$ cat config.mk
export PLATFORM = sky130hd
export DESIGN_NAME = instruction_cycle_timing
export DESIGN_NICKNAME = d
export VERILOG_FILES = /design/src/hw/cycle_timing_pkg.sv /design/src/hw/exec_cycle_counter.sv /design/src/hw/instruction_cycle_timing.sv /design/src/hw/reset_sync.sv
export SDC_FILE = /design/constraint.sdc
export NUM_CORES = 1
export LEC_CHECK = 0
export BUFFER_PORTS_ARGS = -buffer_cell sky130_fd_sc_hd__buf_2
export CAP_MARGIN = 15
export CORE_AREA = 2 2 74 76
export CTS_CLUSTER_SIZE = 20
export DETAILED_ROUTE_END_ITERATION = 6
export DIE_AREA = 0 0 76 78
export HOLD_SLACK_MARGIN = 0.05
export PLACE_DENSITY = 0.59
export SKIP_CTS_REPAIR_TIMING = 1
export SLEW_MARGIN = 20
export SYNTH_ARGS = -nofsm -noshare
export SYNTH_HDL_FRONTEND = slang
export SYNTH_HIERARCHICAL = 1
export SYNTH_SLANG_ARGS = --single-unit
$ cat constraint.sdc
create_clock -name clk_sys -period 2 [get_ports clk_sys]
set_input_delay 0.1 -clock clk_sys [delete_from_list [all_inputs] [get_ports clk_sys]]
set_output_delay 0.1 -clock clk_sys [all_outputs]
set_load 0.01 [all_outputs]
$ cat src/hw/cycle_timing_pkg.sv
// constants, types and encodings shared by the instruction cycle timing block
package cycle_timing_pkg;

   // =====================================================================
   // widths
   localparam int OPCODE_W = 8;
   localparam int COUNT_W  = 4;
   localparam int BYTES_W  = 2;

   // =====================================================================
   // program byte lengths
   localparam logic [BYTES_W-1:0] BYTES_ONE   = 2'h1;
   localparam logic [BYTES_W-1:0] BYTES_TWO   = 2'h2;
   localparam logic [BYTES_W-1:0] BYTES_THREE = 2'h3;

   // =====================================================================
   // execution lengths in system clock cycles (branches: the not-taken figure)
   localparam logic [COUNT_W-1:0] CYC_ONE   = 4'h1;
   localparam logic [COUNT_W-1:0] CYC_TWO   = 4'h2;
   localparam logic [COUNT_W-1:0] CYC_THREE = 4'h3;
   localparam logic [COUNT_W-1:0] CYC_FOUR  = 4'h4;
   localparam logic [COUNT_W-1:0] CYC_FIVE  = 4'h5;
   localparam logic [COUNT_W-1:0] CYC_EIGHT = 4'h8;
   localparam logic [COUNT_W-1:0] CYC_MAX   = CYC_EIGHT;
   // a taken conditional branch runs this many cycles past its base figure
   localparam logic [COUNT_W-1:0] CYC_TAKEN_EXTRA = 4'h1;
   // memory side strobes fire in this execute cycle index
   localparam logic [COUNT_W-1:0] ACCESS_INDEX = 4'h1;
   localparam logic [COUNT_W-1:0] COUNT_ZERO   = 4'h0;
   localparam logic [COUNT_W-1:0] COUNT_STEP   = 4'h1;

   // =====================================================================
   // opcode map columns used by the decoder
   localparam logic [3:0] COL_RN    = 4'h8;
   localparam logic [3:0] COL_IND0  = 4'h6;
   localparam logic [3:0] COL_IND1  = 4'h7;
   localparam logic [3:0] COL_DIR   = 4'h5;
   localparam logic [3:0] COL_IMM   = 4'h4;
   localparam logic [3:0] COL_X3    = 4'h3;
   localparam logic [3:0] COL_X2    = 4'h2;
   localparam logic [3:0] COL_ABS   = 4'h1;
   localparam logic [3:0] COL_X0    = 4'h0;

   // =====================================================================
   // memory side access class of an instruction
   typedef enum logic [2:0] {
      ACC_NONE     = 3'h0,
      ACC_IRAM_IND = 3'h1,
      ACC_XDATA_RD = 3'h2,
      ACC_XDATA_WR = 3'h3,
      ACC_CODE_RD  = 3'h4
   } access_class_type;

   // timing record produced for every opcode
   typedef struct packed {
      logic                  cond;
      access_class_type      access;
      logic [BYTES_W-1:0]    bytes;
      logic [COUNT_W-1:0]    cycles;
   } timing_info_type;

   // sequencer states, gray coded along idle -> execute -> extend
   typedef enum logic [1:0] {
      ST_IDLE   = 2'h0,
      ST_EXEC   = 2'h1,
      ST_EXTEND = 2'h3
   } seq_state_type;

endpackage

$ cat src/hw/exec_cycle_counter.sv
// execute cycle counter holding the limit of the running instruction
`timescale 1ns/100ps
module exec_cycle_counter (
   // clock and reset
   input  wire logic                                clk_sys,
   input  wire logic                                rst_n,
   // control
   input  wire logic                                start,
   input  wire logic                                step,
   input  wire logic [cycle_timing_pkg::COUNT_W-1:0] limit,
   // state
   output logic      [cycle_timing_pkg::COUNT_W-1:0] count_ff,
   output logic                                     last
);

   // =====================================================================
   // counter
   logic [cycle_timing_pkg::COUNT_W-1:0] limit_ff;
   logic [cycle_timing_pkg::COUNT_W-1:0] nxt_count;

   // start wins over step so a back to back load restarts at index zero
   assign nxt_count = start ? cycle_timing_pkg::COUNT_ZERO :
                      step  ? count_ff + cycle_timing_pkg::COUNT_STEP : count_ff;
   // last base cycle of the instruction in flight
   assign last = (count_ff == limit_ff - cycle_timing_pkg::COUNT_STEP);

   always_ff @(posedge clk_sys or negedge rst_n) begin
      if (!rst_n) begin
         count_ff <= cycle_timing_pkg::COUNT_ZERO;
         limit_ff <= cycle_timing_pkg::CYC_ONE;
      end else begin
         count_ff <= nxt_count;
         if (start) begin
            limit_ff <= limit;
         end
      end
   end

endmodule // exec_cycle_counter

$ cat src/hw/instruction_cycle_timing.sv
// opcode timing decoder and execute sequencer of the pipelined 8-bit core
`timescale 1ns/100ps

// Overview of operation
// - durations are counted directly in system clock cycles, no machine cycles.
// - most instructions take as many cycles as program bytes, fetch overlapped.
// - a conditional branch not taken ends one cycle before the taken case.
// - one-byte arithmetic on a working register takes one cycle.
// - one-byte arithmetic through an indirect pointer register takes two cycles.
// - subtract with borrow from a direct byte is two bytes, two cycles.
// - logic op of immediate into direct byte is three bytes, three cycles.
// - rotate of the accumulator through carry takes one cycle.
// - move direct byte to direct byte is three bytes, three cycles.
// - move direct byte to indirect RAM is two bytes, two cycles.
// - load of the 16-bit data pointer with a constant takes three cycles.
// - code byte read indexed by data pointer or program counter takes three cycles.
// - external data reads and writes, either pointer, take three cycles.
// - push and pop of a direct byte are two bytes, two cycles.
// - exchange accumulator with a direct byte is two bytes, two cycles.
// - low nibble exchange with indirect RAM is one byte, two cycles.
// - no instruction runs longer than eight cycles.
// - jump on carry takes two cycles not taken, three cycles taken.
module instruction_cycle_timing (
   // clock and reset
   input  wire logic                                  clk_sys,
   input  wire logic                                  nrst,
   // opcode stream from the fetch unit
   input  wire logic [cycle_timing_pkg::OPCODE_W-1:0] opcode,
   input  wire logic                                  opcode_valid,
   output logic                                       opcode_ready,
   // branch condition from the execute unit
   output logic                                       cond_eval,
   input  wire logic                                  branch_cond,
   // program memory operand fetch
   output logic                                       byte_fetch_req,
   // data memory strobes
   output logic                                       iram_access_ff,
   output logic                                       xdata_rd_ff,
   output logic                                       xdata_wr_ff,
   output logic                                       code_rd_ff,
   // retirement report
   output logic                                       instr_busy,
   output logic                                       instr_done_ff,
   output logic                                       branch_taken_ff,
   output logic      [cycle_timing_pkg::COUNT_W-1:0]  instr_cycles_ff
);

   // =====================================================================
   // timing decoder
   // builds one timing record
   function automatic cycle_timing_pkg::timing_info_type mk(
      input logic [cycle_timing_pkg::BYTES_W-1:0] b,
      input logic [cycle_timing_pkg::COUNT_W-1:0] c,
      input logic                                 cd,
      input cycle_timing_pkg::access_class_type   ac);
      cycle_timing_pkg::timing_info_type r;
      r.bytes  = b;
      r.cycles = c;
      r.cond   = cd;
      r.access = ac;
      return r;
   endfunction

   // byte length and cycle count of every opcode; cycles are counted in
   // plain system clocks, so each figure is the whole not-taken duration
   function automatic cycle_timing_pkg::timing_info_type decode(
      input logic [cycle_timing_pkg::OPCODE_W-1:0] op);
      logic [3:0] hi;
      logic [3:0] lo;
      cycle_timing_pkg::timing_info_type r;
      hi = op[7:4];
      lo = op[3:0];
      r  = mk(cycle_timing_pkg::BYTES_ONE, cycle_timing_pkg::CYC_ONE, 1'b0,
              cycle_timing_pkg::ACC_NONE);
      if (lo >= cycle_timing_pkg::COL_RN) begin
         // working register column: one byte ops finish in one cycle
         unique case (hi)
            4'h7, 4'h8, 4'ha: r = mk(cycle_timing_pkg::BYTES_TWO, cycle_timing_pkg::CYC_TWO,
                                     1'b0, cycle_timing_pkg::ACC_NONE);
            4'hb: r = mk(cycle_timing_pkg::BYTES_THREE, cycle_timing_pkg::CYC_THREE,
                         1'b1, cycle_timing_pkg::ACC_NONE);
            4'hd: r = mk(cycle_timing_pkg::BYTES_TWO, cycle_timing_pkg::CYC_TWO,
                         1'b1, cycle_timing_pkg::ACC_NONE);
            default: r = mk(cycle_timing_pkg::BYTES_ONE, cycle_timing_pkg::CYC_ONE,
                            1'b0, cycle_timing_pkg::ACC_NONE);
         endcase
      end else if (lo == cycle_timing_pkg::COL_IND0 || lo == cycle_timing_pkg::COL_IND1) begin
         // indirect column: the RAM read costs one cycle past the byte count in the one and three byte forms
         unique case (hi)
            4'h7, 4'h8, 4'ha: r = mk(cycle_timing_pkg::BYTES_TWO, cycle_timing_pkg::CYC_TWO,
                                     1'b0, cycle_timing_pkg::ACC_IRAM_IND);
            4'hb: r = mk(cycle_timing_pkg::BYTES_THREE, cycle_timing_pkg::CYC_FOUR,
                         1'b1, cycle_timing_pkg::ACC_IRAM_IND);
            default: r = mk(cycle_timing_pkg::BYTES_ONE, cycle_timing_pkg::CYC_TWO,
                            1'b0, cycle_timing_pkg::ACC_IRAM_IND);
         endcase
      end else if (lo == cycle_timing_pkg::COL_DIR) begin
         unique case (hi)
            4'h7, 4'h8: r = mk(cycle_timing_pkg::BYTES_THREE, cycle_timing_pkg::CYC_THREE,
                               1'b0, cycle_timing_pkg::ACC_NONE);
            4'ha: r = mk(cycle_timing_pkg::BYTES_ONE, cycle_timing_pkg::CYC_ONE,
                         1'b0, cycle_timing_pkg::ACC_NONE);
            4'hb, 4'hd: r = mk(cycle_timing_pkg::BYTES_THREE, cycle_timing_pkg::CYC_THREE,
                               1'b1, cycle_timing_pkg::ACC_NONE);
            default: r = mk(cycle_timing_pkg::BYTES_TWO, cycle_timing_pkg::CYC_TWO,
                            1'b0, cycle_timing_pkg::ACC_NONE);
         endcase
      end else if (lo == cycle_timing_pkg::COL_IMM) begin
         unique case (hi)
            4'h2, 4'h3, 4'h4, 4'h5, 4'h6, 4'h7, 4'h9:
               r = mk(cycle_timing_pkg::BYTES_TWO, cycle_timing_pkg::CYC_TWO,
                      1'b0, cycle_timing_pkg::ACC_NONE);
            4'h8: r = mk(cycle_timing_pkg::BYTES_ONE, cycle_timing_pkg::CYC_EIGHT,
                         1'b0, cycle_timing_pkg::ACC_NONE);
            4'ha: r = mk(cycle_timing_pkg::BYTES_ONE, cycle_timing_pkg::CYC_FOUR,
                         1'b0, cycle_timing_pkg::ACC_NONE);
            4'hb: r = mk(cycle_timing_pkg::BYTES_THREE, cycle_timing_pkg::CYC_THREE,
                         1'b1, cycle_timing_pkg::ACC_NONE);
            default: r = mk(cycle_timing_pkg::BYTES_ONE, cycle_timing_pkg::CYC_ONE,
                            1'b0, cycle_timing_pkg::ACC_NONE);
         endcase
      end else if (lo == cycle_timing_pkg::COL_X3) begin
         unique case (hi)
            4'h4, 4'h5, 4'h6: r = mk(cycle_timing_pkg::BYTES_THREE, cycle_timing_pkg::CYC_THREE,
                                     1'b0, cycle_timing_pkg::ACC_NONE);
            4'h7: r = mk(cycle_timing_pkg::BYTES_ONE, cycle_timing_pkg::CYC_THREE,
                         1'b0, cycle_timing_pkg::ACC_NONE);
            4'h8, 4'h9: r = mk(cycle_timing_pkg::BYTES_ONE, cycle_timing_pkg::CYC_THREE,
                               1'b0, cycle_timing_pkg::ACC_CODE_RD);
            4'he: r = mk(cycle_timing_pkg::BYTES_ONE, cycle_timing_pkg::CYC_THREE,
                         1'b0, cycle_timing_pkg::ACC_XDATA_RD);
            4'hf: r = mk(cycle_timing_pkg::BYTES_ONE, cycle_timing_pkg::CYC_THREE,
                         1'b0, cycle_timing_pkg::ACC_XDATA_WR);
            default: r = mk(cycle_timing_pkg::BYTES_ONE, cycle_timing_pkg::CYC_ONE,
                            1'b0, cycle_timing_pkg::ACC_NONE);
         endcase
      end else if (lo == cycle_timing_pkg::COL_X2) begin
         unique case (hi)
            4'h0, 4'h1: r = mk(cycle_timing_pkg::BYTES_THREE, cycle_timing_pkg::CYC_FOUR,
                               1'b0, cycle_timing_pkg::ACC_NONE);
            4'h2, 4'h3: r = mk(cycle_timing_pkg::BYTES_ONE, cycle_timing_pkg::CYC_FIVE,
                               1'b0, cycle_timing_pkg::ACC_NONE);
            4'he: r = mk(cycle_timing_pkg::BYTES_ONE, cycle_timing_pkg::CYC_THREE,
                         1'b0, cycle_timing_pkg::ACC_XDATA_RD);
            4'hf: r = mk(cycle_timing_pkg::BYTES_ONE, cycle_timing_pkg::CYC_THREE,
                         1'b0, cycle_timing_pkg::ACC_XDATA_WR);
            default: r = mk(cycle_timing_pkg::BYTES_TWO, cycle_timing_pkg::CYC_TWO,
                            1'b0, cycle_timing_pkg::ACC_NONE);
         endcase
      end else if (lo == cycle_timing_pkg::COL_ABS) begin
         // absolute jump and call
         r = mk(cycle_timing_pkg::BYTES_TWO, cycle_timing_pkg::CYC_THREE, 1'b0,
                cycle_timing_pkg::ACC_NONE);
      end else begin
         unique case (hi)
            4'h0: r = mk(cycle_timing_pkg::BYTES_ONE, cycle_timing_pkg::CYC_ONE,
                         1'b0, cycle_timing_pkg::ACC_NONE);
            4'h1, 4'h2, 4'h3: r = mk(cycle_timing_pkg::BYTES_THREE, cycle_timing_pkg::CYC_THREE,
                                     1'b1, cycle_timing_pkg::ACC_NONE);
            4'h4, 4'h5, 4'h6, 4'h7: r = mk(cycle_timing_pkg::BYTES_TWO, cycle_timing_pkg::CYC_TWO,
                                           1'b1, cycle_timing_pkg::ACC_NONE);
            4'h8: r = mk(cycle_timing_pkg::BYTES_TWO, cycle_timing_pkg::CYC_THREE,
                         1'b0, cycle_timing_pkg::ACC_NONE);
            4'h9: r = mk(cycle_timing_pkg::BYTES_THREE, cycle_timing_pkg::CYC_THREE,
                         1'b0, cycle_timing_pkg::ACC_NONE);
            4'he: r = mk(cycle_timing_pkg::BYTES_ONE, cycle_timing_pkg::CYC_THREE,
                         1'b0, cycle_timing_pkg::ACC_XDATA_RD);
            4'hf: r = mk(cycle_timing_pkg::BYTES_ONE, cycle_timing_pkg::CYC_THREE,
                         1'b0, cycle_timing_pkg::ACC_XDATA_WR);
            default: r = mk(cycle_timing_pkg::BYTES_TWO, cycle_timing_pkg::CYC_TWO,
                            1'b0, cycle_timing_pkg::ACC_NONE);
         endcase
      end
      return r;
   endfunction

   // =====================================================================
   // reset release
   logic rst_n;

   reset_sync u_reset_sync (
      .clk_sys    (clk_sys),
      .nrst       (nrst),
      .rst_sync_n (rst_n)
   );

   // =====================================================================
   // declarations
   cycle_timing_pkg::seq_state_type          state_ff;
   cycle_timing_pkg::seq_state_type          nxt_state;
   cycle_timing_pkg::timing_info_type        new_info;
   logic                                     cond_ff;
   cycle_timing_pkg::access_class_type       access_ff;
   logic [cycle_timing_pkg::BYTES_W-1:0]     bytes_ff;
   logic [cycle_timing_pkg::COUNT_W-1:0]     count;
   logic                                     base_last;
   logic                                     accept;
   logic                                     in_exec;
   logic                                     in_extend;
   logic                                     take_branch;
   logic                                     finishing;
   logic                                     step;
   logic                                     at_access;

   // =====================================================================
   // handshake and sequencing terms
   assign new_info    = decode(opcode);
   assign in_exec     = (state_ff == cycle_timing_pkg::ST_EXEC);
   assign in_extend   = (state_ff == cycle_timing_pkg::ST_EXTEND);
   assign instr_busy  = in_exec || in_extend;
   // the condition is asked for on the last base cycle only
   assign cond_eval   = in_exec && base_last && cond_ff;
   assign take_branch = cond_eval && branch_cond;
   // a not taken branch ends on its base figure, a taken one runs one more
   assign finishing   = (in_exec && base_last && !take_branch) || in_extend;
   // next opcode is taken in the final cycle, so fetch overlaps execution
   assign opcode_ready = (state_ff == cycle_timing_pkg::ST_IDLE) || finishing;
   assign accept       = opcode_valid && opcode_ready;
   assign step         = in_exec && !base_last || take_branch;
   // operand bytes are fetched in the cycles before the last program byte
   assign byte_fetch_req = in_exec && ({2'h0, bytes_ff} > count + cycle_timing_pkg::COUNT_STEP);
   assign at_access      = in_exec && (count == cycle_timing_pkg::COUNT_ZERO);

   // =====================================================================
   // cycle counter: every clock is one unit of duration, never grouped
   exec_cycle_counter u_exec_cycle_counter (
      .clk_sys  (clk_sys),
      .rst_n    (rst_n),
      .start    (accept),
      .step     (step),
      .limit    (new_info.cycles),
      .count_ff (count),
      .last     (base_last)
   );

   // =====================================================================
   // state machine
   always_comb begin
      nxt_state = state_ff;
      unique case (state_ff)
         cycle_timing_pkg::ST_IDLE: begin
            if (accept) begin
               nxt_state = cycle_timing_pkg::ST_EXEC;
            end
         end
         cycle_timing_pkg::ST_EXEC: begin
            if (take_branch) begin
               nxt_state = cycle_timing_pkg::ST_EXTEND;
            end else if (base_last) begin
               nxt_state = accept ? cycle_timing_pkg::ST_EXEC : cycle_timing_pkg::ST_IDLE;
            end
         end
         cycle_timing_pkg::ST_EXTEND: begin
            nxt_state = accept ? cycle_timing_pkg::ST_EXEC : cycle_timing_pkg::ST_IDLE;
         end
         default: nxt_state = cycle_timing_pkg::ST_IDLE;
      endcase
   end

   // state and instruction record
   always_ff @(posedge clk_sys or negedge rst_n) begin
      if (!rst_n) begin
         state_ff  <= cycle_timing_pkg::ST_IDLE;
         cond_ff   <= 1'b0;
         access_ff <= cycle_timing_pkg::ACC_NONE;
         bytes_ff  <= cycle_timing_pkg::BYTES_ONE;
      end else begin
         state_ff <= nxt_state;
         if (accept) begin
            cond_ff   <= new_info.cond;
            access_ff <= new_info.access;
            bytes_ff  <= new_info.bytes;
         end
      end
   end

   // =====================================================================
   // data memory strobes, high during execute index one
   always_ff @(posedge clk_sys or negedge rst_n) begin
      if (!rst_n) begin
         iram_access_ff <= 1'b0;
         xdata_rd_ff    <= 1'b0;
         xdata_wr_ff    <= 1'b0;
         code_rd_ff     <= 1'b0;
      end else begin
         iram_access_ff <= at_access && access_ff == cycle_timing_pkg::ACC_IRAM_IND;
         xdata_rd_ff    <= at_access && access_ff == cycle_timing_pkg::ACC_XDATA_RD;
         xdata_wr_ff    <= at_access && access_ff == cycle_timing_pkg::ACC_XDATA_WR;
         code_rd_ff     <= at_access && access_ff == cycle_timing_pkg::ACC_CODE_RD;
      end
   end

   // =====================================================================
   // retirement report, one cycle after the final cycle
   // the count never passes the table maximum, so the report fits its width
   always_ff @(posedge clk_sys or negedge rst_n) begin
      if (!rst_n) begin
         instr_done_ff   <= 1'b0;
         branch_taken_ff <= 1'b0;
         instr_cycles_ff <= cycle_timing_pkg::COUNT_ZERO;
      end else begin
         instr_done_ff <= finishing;
         if (finishing) begin
            branch_taken_ff <= in_extend;
            instr_cycles_ff <= count + cycle_timing_pkg::COUNT_STEP;
         end
      end
   end

endmodule // instruction_cycle_timing

$ cat src/hw/reset_sync.sv
// two flip-flop release synchroniser for the active low core reset
`timescale 1ns/100ps
module reset_sync (
   // clock and raw reset
   input  wire logic clk_sys,
   input  wire logic nrst,
   // synchronised reset
   output logic      rst_sync_n
);

   // =====================================================================
   // synchroniser
   logic stage_ff;

   // assert at once, release only after two clean edges
   always_ff @(posedge clk_sys or negedge nrst) begin
      if (!nrst) begin
         stage_ff   <= 1'b0;
         rst_sync_n <= 1'b0;
      end else begin
         stage_ff   <= 1'b1;
         rst_sync_n <= stage_ff;
      end
   end

endmodule // reset_sync

==> Yosys cells after proc, flatten, opt, wreduce, memory -nomap -nowiden <==
Memories as Yosys holds them, arrays and structs flattened.
Index checks and enable logic that the tools add are counted.
{ "op_classes": {"addsub": 2, "order_cmp": 2, "eq_ne": 26, "n_mux": 18, "reduce_logical": 29} }
{ "ops": {"columns": ["op", "count"], "rows": [
  ["10-bit 2-to-1 mux", 7],
  ["10-bit one-hot mux with 3 select lines", 2],
  ["8-bit one-hot mux with 4 select lines", 1],
  ["4-bit equality test, second input constant", 6],
  ["4-bit by 3-bit equality test with 1-bit output, second input constant", 5],
  ["10-bit one-hot mux with 2 select lines", 1],
  ["4-bit by 2-bit equality test with 1-bit output, second input constant", 4],
  ["1-bit logical AND", 12],
  ["4-bit by 1-bit equality test with 1-bit output, second input constant", 2],
  ["4-bit logical NOT", 2],
  ["4-bit 2-to-1 mux", 2],
  ["2-bit OR reduction", 4],
  ["3-bit by 2-bit equality test with 1-bit output, second input constant", 2],
  ["2-bit 2-to-1 mux", 3],
  ["2-bit one-hot mux with 3 select lines", 1],
  ["1-bit logical OR", 5],
  ["4-bit by 1-bit adder with 4-bit output, second input constant", 1],
  ["4-bit equality test", 1],
  ["4-bit >= comparator, second input constant", 1],
  ["2-bit by 4-bit > comparator with 1-bit output", 1],
  ["4-bit by 1-bit subtractor with 4-bit output, second input constant", 1],
  ["3-bit by 1-bit equality test with 1-bit output, second input constant", 1],
  ["3-bit equality test, second input constant", 1],
  ["3-bit by 2-bit != test with 1-bit output, second input constant", 1],
  ["9 further kinds", 10]
]} }
{ "totals": {"ff_bits": 28, "romBits": 304, "input_bits": 12, "out_inout_bits": 14, "memories": 3} }
{ "mem_list": {"columns": ["name", "words", "word_bits", "read_ports", "rd_ports_with_merged_regs", "wr", "line", "source"], "rows": [
  ["(no name shown)", 16, 7, 1, 0, 0, "instruction_cycle_timing.sv:109", "unique case (hi)"],
  ["(no name shown)", 16, 7, 1, 0, 0, "instruction_cycle_timing.sv:155", "unique case (hi)"],
  ["(no name shown)", 16, 5, 1, 0, 0, "instruction_cycle_timing.sv:123", "unique case (hi)"]
]} }

==> Depth between registers and ports, before layout <==
Gate-level depths: netlist of the first run.
{ "depth": {"depth_word": 14, "depth_mapped": 12} }

==> Modules after synthesis <==
Netlist of the first run, hierarchy kept.
{ "modules_own_cells": {"columns": ["module", "n_inst", "cells_each", "area_per_inst_um2"], "rows": [
  ["instruction_cycle_timing", 1, 204, 1590.3],
  ["exec_cycle_counter", 1, 37, 415.4],
  ["reset_sync", 1, 3, 53.8]
]} }

==> Least setup slack after synthesis of the first run <==
No wires, ideal clock.
{ "synth_path": {"kind": "register to register", "start": "reg u_exec_cycle_counter/limit_ff[0] in the netlist's numbering", "end": "reg u_exec_cycle_counter/limit_ff[2] in the netlist's numbering", "setup_ns": 0.125, "arrival_time_ns": 2.540, "t_required_ns": 1.875, "setup_slack_ns": -0.665, "stages_incl_launch_ff": 12, "path_cell_list": "dfstp_2 > inv_1 > ha_1 > xnor2_1 > nor4_2 > a21boi_2 > nor2_1 > or2_1 > buf_6 > inv_1 > buf_2 > mux2_2"} }
{ "synth_via": {"elab_chain_len": 10} }
{ "synth_lines": {"columns": ["item", "line", "source"], "rows": [
  ["start: declaration", "exec_cycle_counter.sv:18", "logic [cycle_timing_pkg::COUNT_W-1:0] limit_ff;"],
  ["start signal: assignment", "exec_cycle_counter.sv:30", "limit_ff <= cycle_timing_pkg::CYC_ONE;"],
  ["start signal: assignment", "exec_cycle_counter.sv:34", "limit_ff <= limit;"],
  ["4-bit by 1-bit subtractor with 4-bit output *", "exec_cycle_counter.sv:25", "assign last = (count_ff == limit_ff - cycle_timing_pkg::COUNT_STEP);"],
  ["4-bit equality test *", "exec_cycle_counter.sv:25", null],
  ["net base_last", "instruction_cycle_timing.sv:196", "logic base_last;"],
  ["1-bit logical AND *", "instruction_cycle_timing.sv:212, instruction_cycle_timing.sv:215", null],
  ["1-bit logical AND", "instruction_cycle_timing.sv:212", "assign cond_eval = in_exec && base_last && cond_ff;"],
  ["1-bit logical AND", "instruction_cycle_timing.sv:213", "assign take_branch = cond_eval && branch_cond;"],
  ["1-bit logical NOT", "instruction_cycle_timing.sv:215", "assign finishing = (in_exec && base_last && !take_branch) || in_extend;"],
  ["1-bit logical AND *", "instruction_cycle_timing.sv:215", null],
  ["1-bit logical OR *", "instruction_cycle_timing.sv:215", null],
  ["1-bit logical OR *", "instruction_cycle_timing.sv:217", "assign opcode_ready = (state_ff == cycle_timing_pkg::ST_IDLE) || finishing;"],
  ["1-bit logical AND *", "instruction_cycle_timing.sv:218", "assign accept = opcode_valid && opcode_ready;"],
  ["net accept", "instruction_cycle_timing.sv:197", "logic accept;"]
]} }
The timed path passes the listed nets; every way through them passes the cells marked *.
A chain may end at the register's enable or synchronous reset.

==> Final worst setup path of the first run <==
Same ends and word-level chain as after synthesis.

==> results of run 1 <==
cell usage after synthesis, types with 3 or more instances:
cell / number
a21oi_1: 11
a31oi_1: 6
a32oi_1: 3
and2_1: 3
and3_1: 5
buf_2: 9
buf_6: 3
dfrtp_1: 26
ha_1: 9
inv_1: 15
nand2_1: 26
nand2b_1: 6
nand3_1: 6
nor2_1: 20
nor2b_1: 4
nor3_1: 5
nor4b_1: 3
o21ai_0: 21
o221ai_1: 4
xnor2_1: 8
xor2_1: 6
cell type report:
| type | instances | area, µm² | share of cell area |
|---|---|---|---|
| Multi-Input combinational cell | 184 | 1330 | 0.514 |
| Sequential cell | 28 | 703 | 0.271 |
| Timing Repair Buffer | 50 | 334 | 0.129 |
| Tap cell | 70 | 87.6 | 0.0338 |
| Inverter | 16 | 62.6 | 0.0241 |
| Clock buffer | 3 | 41.3 | 0.0159 |
| Clock inverter | 1 | 30.0 | 0.0116 |
flip-flops by register name, indices dropped and copies added (netlist names):
signal                         count
u_exec_cycle_counter/count_ff      4
instr_done_ff                      1
access_ff                          3
state_ff                           2
code_rd_ff                         1
u_reset_sync/stage_ff              1
xdata_rd_ff                        1
instr_cycles_ff                    4
xdata_wr_ff                        1
u_exec_cycle_counter/limit_ff      4
u_reset_sync/rst_sync_n            1
bytes_ff                           2
cond_ff                            1
iram_access_ff                     1
branch_taken_ff                    1
worst register-to-register path, delay by kind of cell, from the launching register on:
family                   cells  cell delay (ps)
adder cells (fa/ha/maj)      1              210
XOR/XNOR                     1              130
buffers and inverters        2              130
AND/OR/NAND/NOR              3              580
AO/OA/AOI/OAI                1              260
multiplexers                 1              290
flip-flops                   1              560
kinds of logic after synthesis:
group | Yosys count | share of synthesized area
buffers and inverters | 32 | 0.0784
adders and majority gates | 9 | 0.0547
AOI/OAI and AO/OA | 68 | 0.225
and+or+nand+nor | 89 | 0.223
muxes | 3 | 0.0158
other | 1 | 0.00182
xor gates and xnor gates | 14 | 0.0595
DFF | 28 | 0.341
routing by layer:
metal  vias to the layer above  part of all wire  global-route usage
met4                         0            0.0073              0.0418
met1                       845              0.47               0.215
met2                        56              0.48               0.273
li1                        932                 -                   -
met5                         -                 0                   0
met3                         2             0.040              0.0128
worst max path at each step:
stage / to
6_report: u_exec_cycle_counter/limit_ff[2]
5_1_grt: u_exec_cycle_counter/limit_ff[3]
4_1_cts: opcode_ready
3_5_place_dp: u_exec_cycle_counter/limit_ff[3]
3_3_place_gp: u_exec_cycle_counter/limit_ff[2]
2_1_floorplan: u_exec_cycle_counter/limit_ff[2]
power breakdown:
group          total [mW]  switching [mW]  internal (mW)
combinational        2.02            1.01           1.01
sequential          0.925           0.159          0.766
clock               0.438           0.171          0.268
total                3.38            1.34           2.04
stage by stage:
stage | instances | utilization | instance area (µm²) | setup slack (ps) | TNS [ps]
global route | 352 | 0.514 | 2590 | -340 | -4560
CTS | 349 | 0.486 | 2450 | -258 | -2800
floorplan | 244 | - | 2110 | -356 | -1690
detailed placement | 345 | 0.472 | 2380 | -189 | -2070
finish | 352 | 0.514 | 2590 | -267 | -2940
global placement | 345 | 0.472 | 2380 | -165 | -1620
==> out/qor.txt, run 1 <==
CTS Root Cell - clkbuf_8
Worst reg2reg path depth - 9
R2R Setup Slk - -270 ps
Setup ws final - -267 ps
Initial Util - 0.408
Reg-to-Reg Start - u_exec_cycle_counter/limit_ff[0]
Count of cell types in the netlist - 56
Clk_skew - 3.38 ps
Pwr/cell area - 1300 nW/µm²
Die span in x - 76 µm
Post-layout min period - 2270 ps
Diodes inserted - 0
YS warnings - 6
Commonest non-fill, non-tap cells in the layout - dfrtp_1 (26), buf_2 (25), nand2_1 (20), buf_4 (19), o21ai_0 (18)
Least-Margin Pin Slew - 656 ps
Net count after synthesis - 265
Critical path depth - 9
Max-cap violations - 0
Area leader, netlist - dfrtp_1
Worst hold path class - input pin to flip-flop
# clock sinks - 28
Port Buffers - 25
Top post-synthesis cells by area - dfrtp_1 (32%), ha_1 (5.5%), o21ai_0 (5.1%)
WHS Path Cells - 2
Mapped cell area - 2060 µm²
Arr. time, crit path - 2430 ps
#FFs+latches synth - 28
First-pass GRT wire length - 7.78 mm
Largest net degree at the start of global routing - 20
Syn-to-layout area delta - 25.8%
CTS Buffer Depth - 2
Worst Path Required - 2160 ps
CTS clk-pin slew, worst paths - 90 ps
Final #Nets - 304
Sequential share of the synthesized area - 0.341
VDD IR max - 0.522 mV
# IOs - 26
Initial antenna violation count - 0
Ys async rst share - 1.00
GP Congestion - 0.826
Reg2Reg Capture Point - u_exec_cycle_counter/limit_ff[2]
Violated checks - setup timing
Max-slew headroom - 0.563
Max Slew Vio Count - 0
Core Area - 5040 µm²
Post-Syn Area per Cell - 8.44 µm²
RSZ-0062 raised after global routing - true
Fill cell count - 479
Run status - finished, violations left
Setup crit end kind - flip-flop
Final setup violating endpoints - 16
Maximum fanout along the worst path - 5
Clk_lat worst skew - 270 ps
Routed Antenna Nets - 0
Slowest-stage cell, CP - dfstp_2
Mapped Cells - 244
Die area - 5930 µm²
Vias in the first global route - 1640
Hold endpoint - state_ff[1]
Critical Path Start - u_exec_cycle_counter/limit_ff[0]
GR Util All Layers - 0.158
Commonest non-fill, non-tap cell in the layout - dfrtp_1
Initial DRC count - 109
CTS tree - built
Row count - 26
Worst setup SP type - flip-flop
Fmax achieved - 0.441 GHz
Hold slack - 90.5 ps
DRC Markers - 0
Die Y - 78 µm
CTS H-tree lvls - 1
Final period util - 1.13
Worst-path cell chain - inv_2, ha_4, xnor2_2, nor4_2, a21boi_4, nor2_4, or2_4, inv_4, mux2_4
Final hold vios - 0
Main synth FF type - dfrtp_1
Hpwl dp - 3.49 mm
GRT overflow - 0
TritonCTS Buffers - 3
Drt total wl - 4.67 mm
Hold path startpoint - branch_cond
EDFF count, synth - 0
DR vias - 1835
Leak - 1.17 nW
DRT Pass-1 Iters - 4
Via density - 5.21
Buf/Inv on CP - 2
Fraction of layout instances using a drive strength above 1 - 0.319
WS Path Type - flip-flop to flip-flop
Total power - 3.38 mW
WL per Instance - 13.3 µm
Crit-path leading delay family - simple AND/OR/NAND/NOR gates
Slowest Stage Delay on Critical Path - 560 ps
Top cell type's share of synthesized area - 0.316
No activity file was read; power rests on OpenSTA's default activity.
==> run 2, diff against run 1 <==
- GPL_TIMING_DRIVEN: not set -> 0
==> out/qor.txt, run 2 (synthesis gave the netlist of run 1 again) <==
Run status - finished, violations left (unchanged)
Violated checks - setup timing (unchanged)
CTS H-tree lvls - 1 (unchanged)
Pre-CTS setup slack - -632 ps (was -189 ps)
Largest registers - instr_cycles_ff (4), u_exec_cycle_counter/count_ff (4), u_exec_cycle_counter/limit_ff (4) (unchanged)
Initial Util - 0.408 (unchanged)
Max-cap violations - 0 (unchanged)
GR Util All Layers - 0.166 (was 0.158)
Clk_lat worst skew - 270 ps (about the same)
Setup crit end kind - flip-flop (unchanged)
Leak - 1.17 nW (about the same)
Via density - 5.29 (was 5.21)
Vias in the first global route - 1697 (was 1640)
Initial DRC count - 119 (was 109)
GP Congestion - 0.864 (was 0.826)
Fraction of layout instances using a drive strength above 1 - 0.304 (was 0.319)
Setup ws final - -494 ps (was -267 ps)
# IOs - 26 (unchanged)
Diodes inserted - 0 (unchanged)
Post-layout min period - 2490 ps (was 2270 ps)
Syn-to-layout area delta - 26.1% (was 25.8%)
Initial antenna violation count - 0 (unchanged)
Die span in x - 76 µm (unchanged)
CTS tree - built (unchanged)
DRT Pass-1 Iters - 4 (unchanged)
R2R Setup Slk - -490 ps (was -270 ps)
Core Area - 5040 µm² (unchanged)
Final hold vios - 0 (unchanged)
DRC Markers - 0 (unchanged)
GRT overflow - 0 (unchanged)
Routed Antenna Nets - 0 (unchanged)
Pwr/cell area - 1330 nW/µm² (was 1300 nW/µm²)
Fmax achieved - 0.401 GHz (was 0.441 GHz)
Final #Nets - 308 (was 304)
Final setup violating endpoints - 21 (was 16)
TritonCTS Buffers - 3 (unchanged)
WL per Instance - 13.9 µm (was 13.3 µm)
RSZ-0062 raised after global routing - true (unchanged)
Max-slew headroom - 0.611 (was 0.563)
CTS Buffer Depth - 2 (unchanged)
Port Buffers - 24 (was 25)
Worst reg2reg path depth - 11 (was 9)
Worst setup SP type - flip-flop (unchanged)
Die area - 5930 µm² (unchanged)
Commonest non-fill, non-tap cell in the layout - buf_2 (was dfrtp_1)
Arr. time, crit path - 2660 ps (was 2430 ps)
CTS clk-pin slew, worst paths - 100 ps (was 90 ps)
Least-Margin Pin Slew - 582 ps (was 656 ps)
WS Path Type - flip-flop to flip-flop (unchanged)
First-pass GRT wire length - 8.12 mm (was 7.78 mm)
Worst Path Required - 2170 ps (was 2160 ps)
Critical Path Start - u_exec_cycle_counter/limit_ff[0] (unchanged)
Placed inst area - 2320 µm² (was 2380 µm²)
Row count - 26 (unchanged)
# clock sinks - 28 (unchanged)
Clk_skew - 2.64 ps (was 3.38 ps)
Final period util - 1.25 (was 1.13)
Reg-to-Reg Start - u_exec_cycle_counter/limit_ff[0] (unchanged)
Maximum fanout along the worst path - 7 (was 5)
Commonest non-fill, non-tap cells in the layout - buf_2 (32), nand2_1 (25), dfrtp_1 (22), o21ai_0 (20), nor2_1 (19) (was dfrtp_1 (26), buf_2 (25), nand2_1 (20), buf_4 (19), o21ai_0 (18))
VDD IR max - 0.416 mV (was 0.522 mV)
Finished Cell Area - 2600 µm² (was 2590 µm²)
Largest net degree at the start of global routing - 27 (was 20)
Seq. cell area - 708 µm² (was 703 µm²)
CP Capture Point - u_exec_cycle_counter/limit_ff[3] (was u_exec_cycle_counter/limit_ff[2])
Setup TNS - -5880 ps (was -2940 ps)
Drt total wl - 4.96 mm (was 4.67 mm)
Die Y - 78 µm (unchanged)
Fill cell count - 489 (was 479)
Reg2Reg Capture Point - u_exec_cycle_counter/limit_ff[3] (was u_exec_cycle_counter/limit_ff[2])
CTS Root Cell - clkbuf_8 (unchanged)
DR vias - 1883 (was 1835)
Hpwl dp - 3.54 mm (was 3.49 mm)
Worst hold path class - input pin to flip-flop (unchanged)
Area of the multi-input gates - 1320 µm² (was 1330 µm²)
Max Slew Vio Count - 0 (unchanged)
[run 2: cell count changes in the layout (fill, tap and decap cells not counted), moves of 4 or more]
cell | before | now
dfrtp_1 | 26 | 22
nand2_2 | 6 | 1
nand2_1 | 20 | 25
buf_2 | 25 | 32
buf_4 | 19 | 14
dfrtp_2 | 0 | 4
[run 2: worst min path at each step]
stage | cells past startpoint | start | endpoint | slack [ps]
after global routing | 2 | branch_cond | state_ff[1] | 90
after detailed placement | 1 | nrst | u_reset_sync/stage_ff | -110
after CTS | 1 | nrst | u_reset_sync/rst_sync_n | -420
after floorplan | 0 | nrst | u_reset_sync/rst_sync_n | -200
final | 2 | branch_cond | state_ff[1] | 90
after global placement | 1 | nrst | u_reset_sync/rst_sync_n | -110
[run 2: report_power, final]
group | switching (mW) | total (mW) | internal, mW
Clock | 0.181 | 0.449 | 0.268
Sequential | 0.229 | 1.00 | 0.772
Combinational | 0.964 | 2.01 | 1.05
[run 2: cell type report]
cell class                 instances  share of cell area
buffer                            16              0.0429
clock buffer                       3              0.0159
clock inverter                     1              0.0116
inverter                          16              0.0251
multi-input combinational        184               0.509
sequential                        28               0.273
tap                               70              0.0337
timing repair buffer              38              0.0892
[run 2: worst max-delay path, stage by stage (launching register included)]
cell and delay [ps]:
dfstp_2 550, inv_2 50, ha_4 230, xnor2_4 130
nor4_4 260, a21boi_4 270, nor2_4 70, or2_4 270
buf_8 140, clkinv_4 40, buf_6 110, mux2_4 290
[run 2: per-stage QoR]
step | util | instances | hold WS [ps] | total power [mW]
floorplan | - | 244 | -196 | 2.13
global placement | 0.460 | 338 | -114 | 2.47
detailed placement | 0.460 | 338 | -113 | 2.50
CTS | 0.474 | 342 | -419 | 2.97
global route | 0.515 | 356 | 89.6 | 3.73
finish | 0.515 | 356 | 90.7 | 3.46
[run 2: routing by layer]
layer	vias up	GRT usage	routed length, µm
li1	942	-	-
met1	858	0.213	2260
met2	71	0.284	2320
met3	12	0.0174	254
met4	0	0.0727	122
met5	-	0	0
==> run 3, diff against run 2 <==
- CORE_AREA: 2 2 74 76 -> 2 2 71 73
- DIE_AREA: 0 0 76 78 -> 0 0 73 75
- PLACE_DENSITY: 0.59 -> 0.63
==> out/qor.txt, run 3 (synthesis gave the netlist of run 1 again) <==
WS Path Type - flip-flop to flip-flop (unchanged)
P_sw - 1.35 mW (was 1.37 mW)
Initial Util - 0.442 (was 0.408)
Post-layout min period - 2480 ps (was 2490 ps)
Commonest non-fill, non-tap cells in the layout - buf_2 (32), nand2_1 (24), dfrtp_1 (22), o21ai_0 (20), nor2_1 (19) (was buf_2 (32), nand2_1 (25), dfrtp_1 (22), o21ai_0 (20), nor2_1 (19))
WHS Path Cells - 2 (unchanged)
TritonCTS Buffers - 3 (unchanged)
Max-slew headroom - 0.606 (was 0.611)
Diodes inserted - 0 (unchanged)
Worst Path Required - 2170 ps (about the same)
Leak - 1.16 nW (was 1.17 nW)
Finished Cell Area - 2540 µm² (was 2600 µm²)
Final period util - 1.24 (was 1.25)
Combinational Power Share - 0.589 (was 0.582)
Via density - 5.48 (was 5.29)
GRT overflow - 0 (unchanged)
Maximum fanout along the worst path - 5 (was 7)
Row count - 25 (was 26)
Violated checks - setup timing (unchanged)
VDD IR max - 0.473 mV (was 0.416 mV)
Placed inst area - 2300 µm² (was 2320 µm²)
Max-cap violations - 0 (unchanged)
Clock power share - 0.108 (was 0.130)
Arr. time, crit path - 2650 ps (was 2660 ps)
Internal - 1.92 mW (was 2.09 mW)
# IOs - 26 (unchanged)
CTS Root Cell - clkbuf_8 (unchanged)
Die span in x - 73 µm (was 76 µm)
Worst setup SP type - flip-flop (unchanged)
Critical Path Start - u_exec_cycle_counter/limit_ff[0] (unchanged)
First-pass GRT wire length - 8.22 mm (was 8.12 mm)
# clock sinks - 28 (unchanged)
CTS Buffer Depth - 2 (unchanged)
Port Buffers - 24 (unchanged)
DRT Pass-1 Iters - 4 (unchanged)
Final hold vios - 0 (unchanged)
CP Capture Point - u_exec_cycle_counter/limit_ff[3] (unchanged)
Setup crit end kind - flip-flop (unchanged)
Drt total wl - 4.84 mm (was 4.96 mm)
Run status - finished, violations left (unchanged)
DR vias - 1859 (was 1883)
Die area - 5480 µm² (was 5930 µm²)
Largest net degree at the start of global routing - 27 (unchanged)
Fmax achieved - 0.403 GHz (was 0.401 GHz)
GP Congestion - 0.930 (was 0.864)
Final core occ - 0.546 (was 0.515)
GR Util All Layers - 0.191 (was 0.166)
Reg2Reg Capture Point - u_exec_cycle_counter/limit_ff[3] (unchanged)
Hpwl dp - 3.47 mm (was 3.54 mm)
CTS H-tree lvls - 1 (unchanged)
Initial antenna violation count - 0 (unchanged)
Vias in the first global route - 1762 (was 1697)
Setup ws final - -480 ps (was -494 ps)
Worst hold path class - input pin to flip-flop (unchanged)
Least-Margin Pin Slew - 588 ps (was 582 ps)
Routed Antenna Nets - 0 (unchanged)
WL per Instance - 14.3 µm (was 13.9 µm)
Final setup violating endpoints - 20 (was 21)
RSZ-0062 raised after global routing - true (unchanged)
Pwr/cell area - 1290 nW/µm² (was 1330 nW/µm²)
Switching part of the total - 0.411 (was 0.397)
Fraction of layout instances using a drive strength above 1 - 0.309 (was 0.304)
CTS tree - built (unchanged)
Clk_skew - 1.49 ps (was 2.64 ps)
Max Slew Vio Count - 0 (unchanged)
Die Y - 75 µm (was 78 µm)
Commonest non-fill, non-tap cell in the layout - buf_2 (unchanged)
Initial DRC count - 130 (was 119)
R2R Setup Slk - -480 ps (was -490 ps)
Clk_lat worst skew - 280 ps (was 270 ps)
Syn-to-layout area delta - 23.5% (was 26.1%)
Sequential share of power - 0.303 (was 0.289)
Core Area - 4660 µm² (was 5040 µm²)
Largest registers - instr_cycles_ff (4), u_exec_cycle_counter/count_ff (4), u_exec_cycle_counter/limit_ff (4) (unchanged)
CTS clk-pin slew, worst paths - 90 ps (was 100 ps)
DRC Markers - 0 (unchanged)
Final #Nets - 307 (was 308)
Reg-to-Reg Start - u_exec_cycle_counter/limit_ff[0] (unchanged)
Worst reg2reg path depth - 11 (unchanged)
run 3: cell count changes in the layout (fill, tap and decap cells not counted):
cell       delta
bufinv_16     -1
o41ai_2       +1
buf_8         -1
nand2_2       +1
xnor2_4       -1
nand2_1       -1
xnor2_2       +1
o41ai_1       -1
clkbuf_8      +1
o31ai_2       +1
o31ai_1       -1
inv_1         +1
clkinv_4      -1
run 3: worst max-delay path, cell delays in order, from the launching register on:
cell and delay [ps]:
dfstp_2 570, inv_2 50, ha_4 210, xnor2_2 140, nor4_4 270, a21boi_4 260, nor2_4 60, or2_4 250
buf_6 130, inv_2 50, buf_6 90, mux2_4 290
run 3: metrics by stage:
step | hold WS, ps | setup WS (ps) | setup TNS (ps) | total power, mW | cells
detailed placement | -114 | -619 | -5660 | 2.49 | 322
global placement | -115 | -608 | -5450 | 2.47 | 322
CTS | -424 | -641 | -6580 | 2.86 | 326
finish | 81.4 | -480 | -5690 | 3.27 | 339
floorplan | -196 | -356 | -1690 | 2.13 | 244
global route | 85.2 | -555 | -7680 | 3.57 | 339
run 3: power by group through the flow:
stage	Combinational (mW)	Clock, mW	Sequential, mW
2_1_floorplan	1.16	0	0.970
3_3_place_gp	1.48	0	0.990
3_5_place_dp	1.50	0	0.995
4_1_cts	1.51	0.365	0.983
5_1_grt	2.16	0.389	1.03
6_report	1.93	0.353	0.990
run 3: area by class of cell:
| class | count | area [µm²] |
|---|---|---|
| Clock buffer | 4 | 55.1 |
| Sequential cell | 28 | 708 |
| Inverter | 16 | 60.1 |
| Tap cell | 54 | 67.6 |
| Multi-Input combinational cell | 184 | 1330 |
| Fill cell | 449 | 2120 |
| Buffer | 16 | 108 |
| Timing Repair Buffer | 37 | 220 |
run 3: worst min path at each step:
stage / start / to
after CTS: nrst / u_reset_sync/stage_ff
after floorplan: nrst / u_reset_sync/rst_sync_n
after global placement: nrst / u_reset_sync/rst_sync_n
after global routing: branch_cond / state_ff[1]
final: branch_cond / state_ff[1]
after detailed placement: nrst / u_reset_sync/stage_ff
run 3: routing by layer:
| layer | GRT usage | part of all wire |
|---|---|---|
| met2 | 0.310 | 0.48 |
| met5 | 0 | 0 |
| met3 | 0.0214 | 0.045 |
| met4 | 0.0988 | 0.024 |
| met1 | 0.250 | 0.45 |
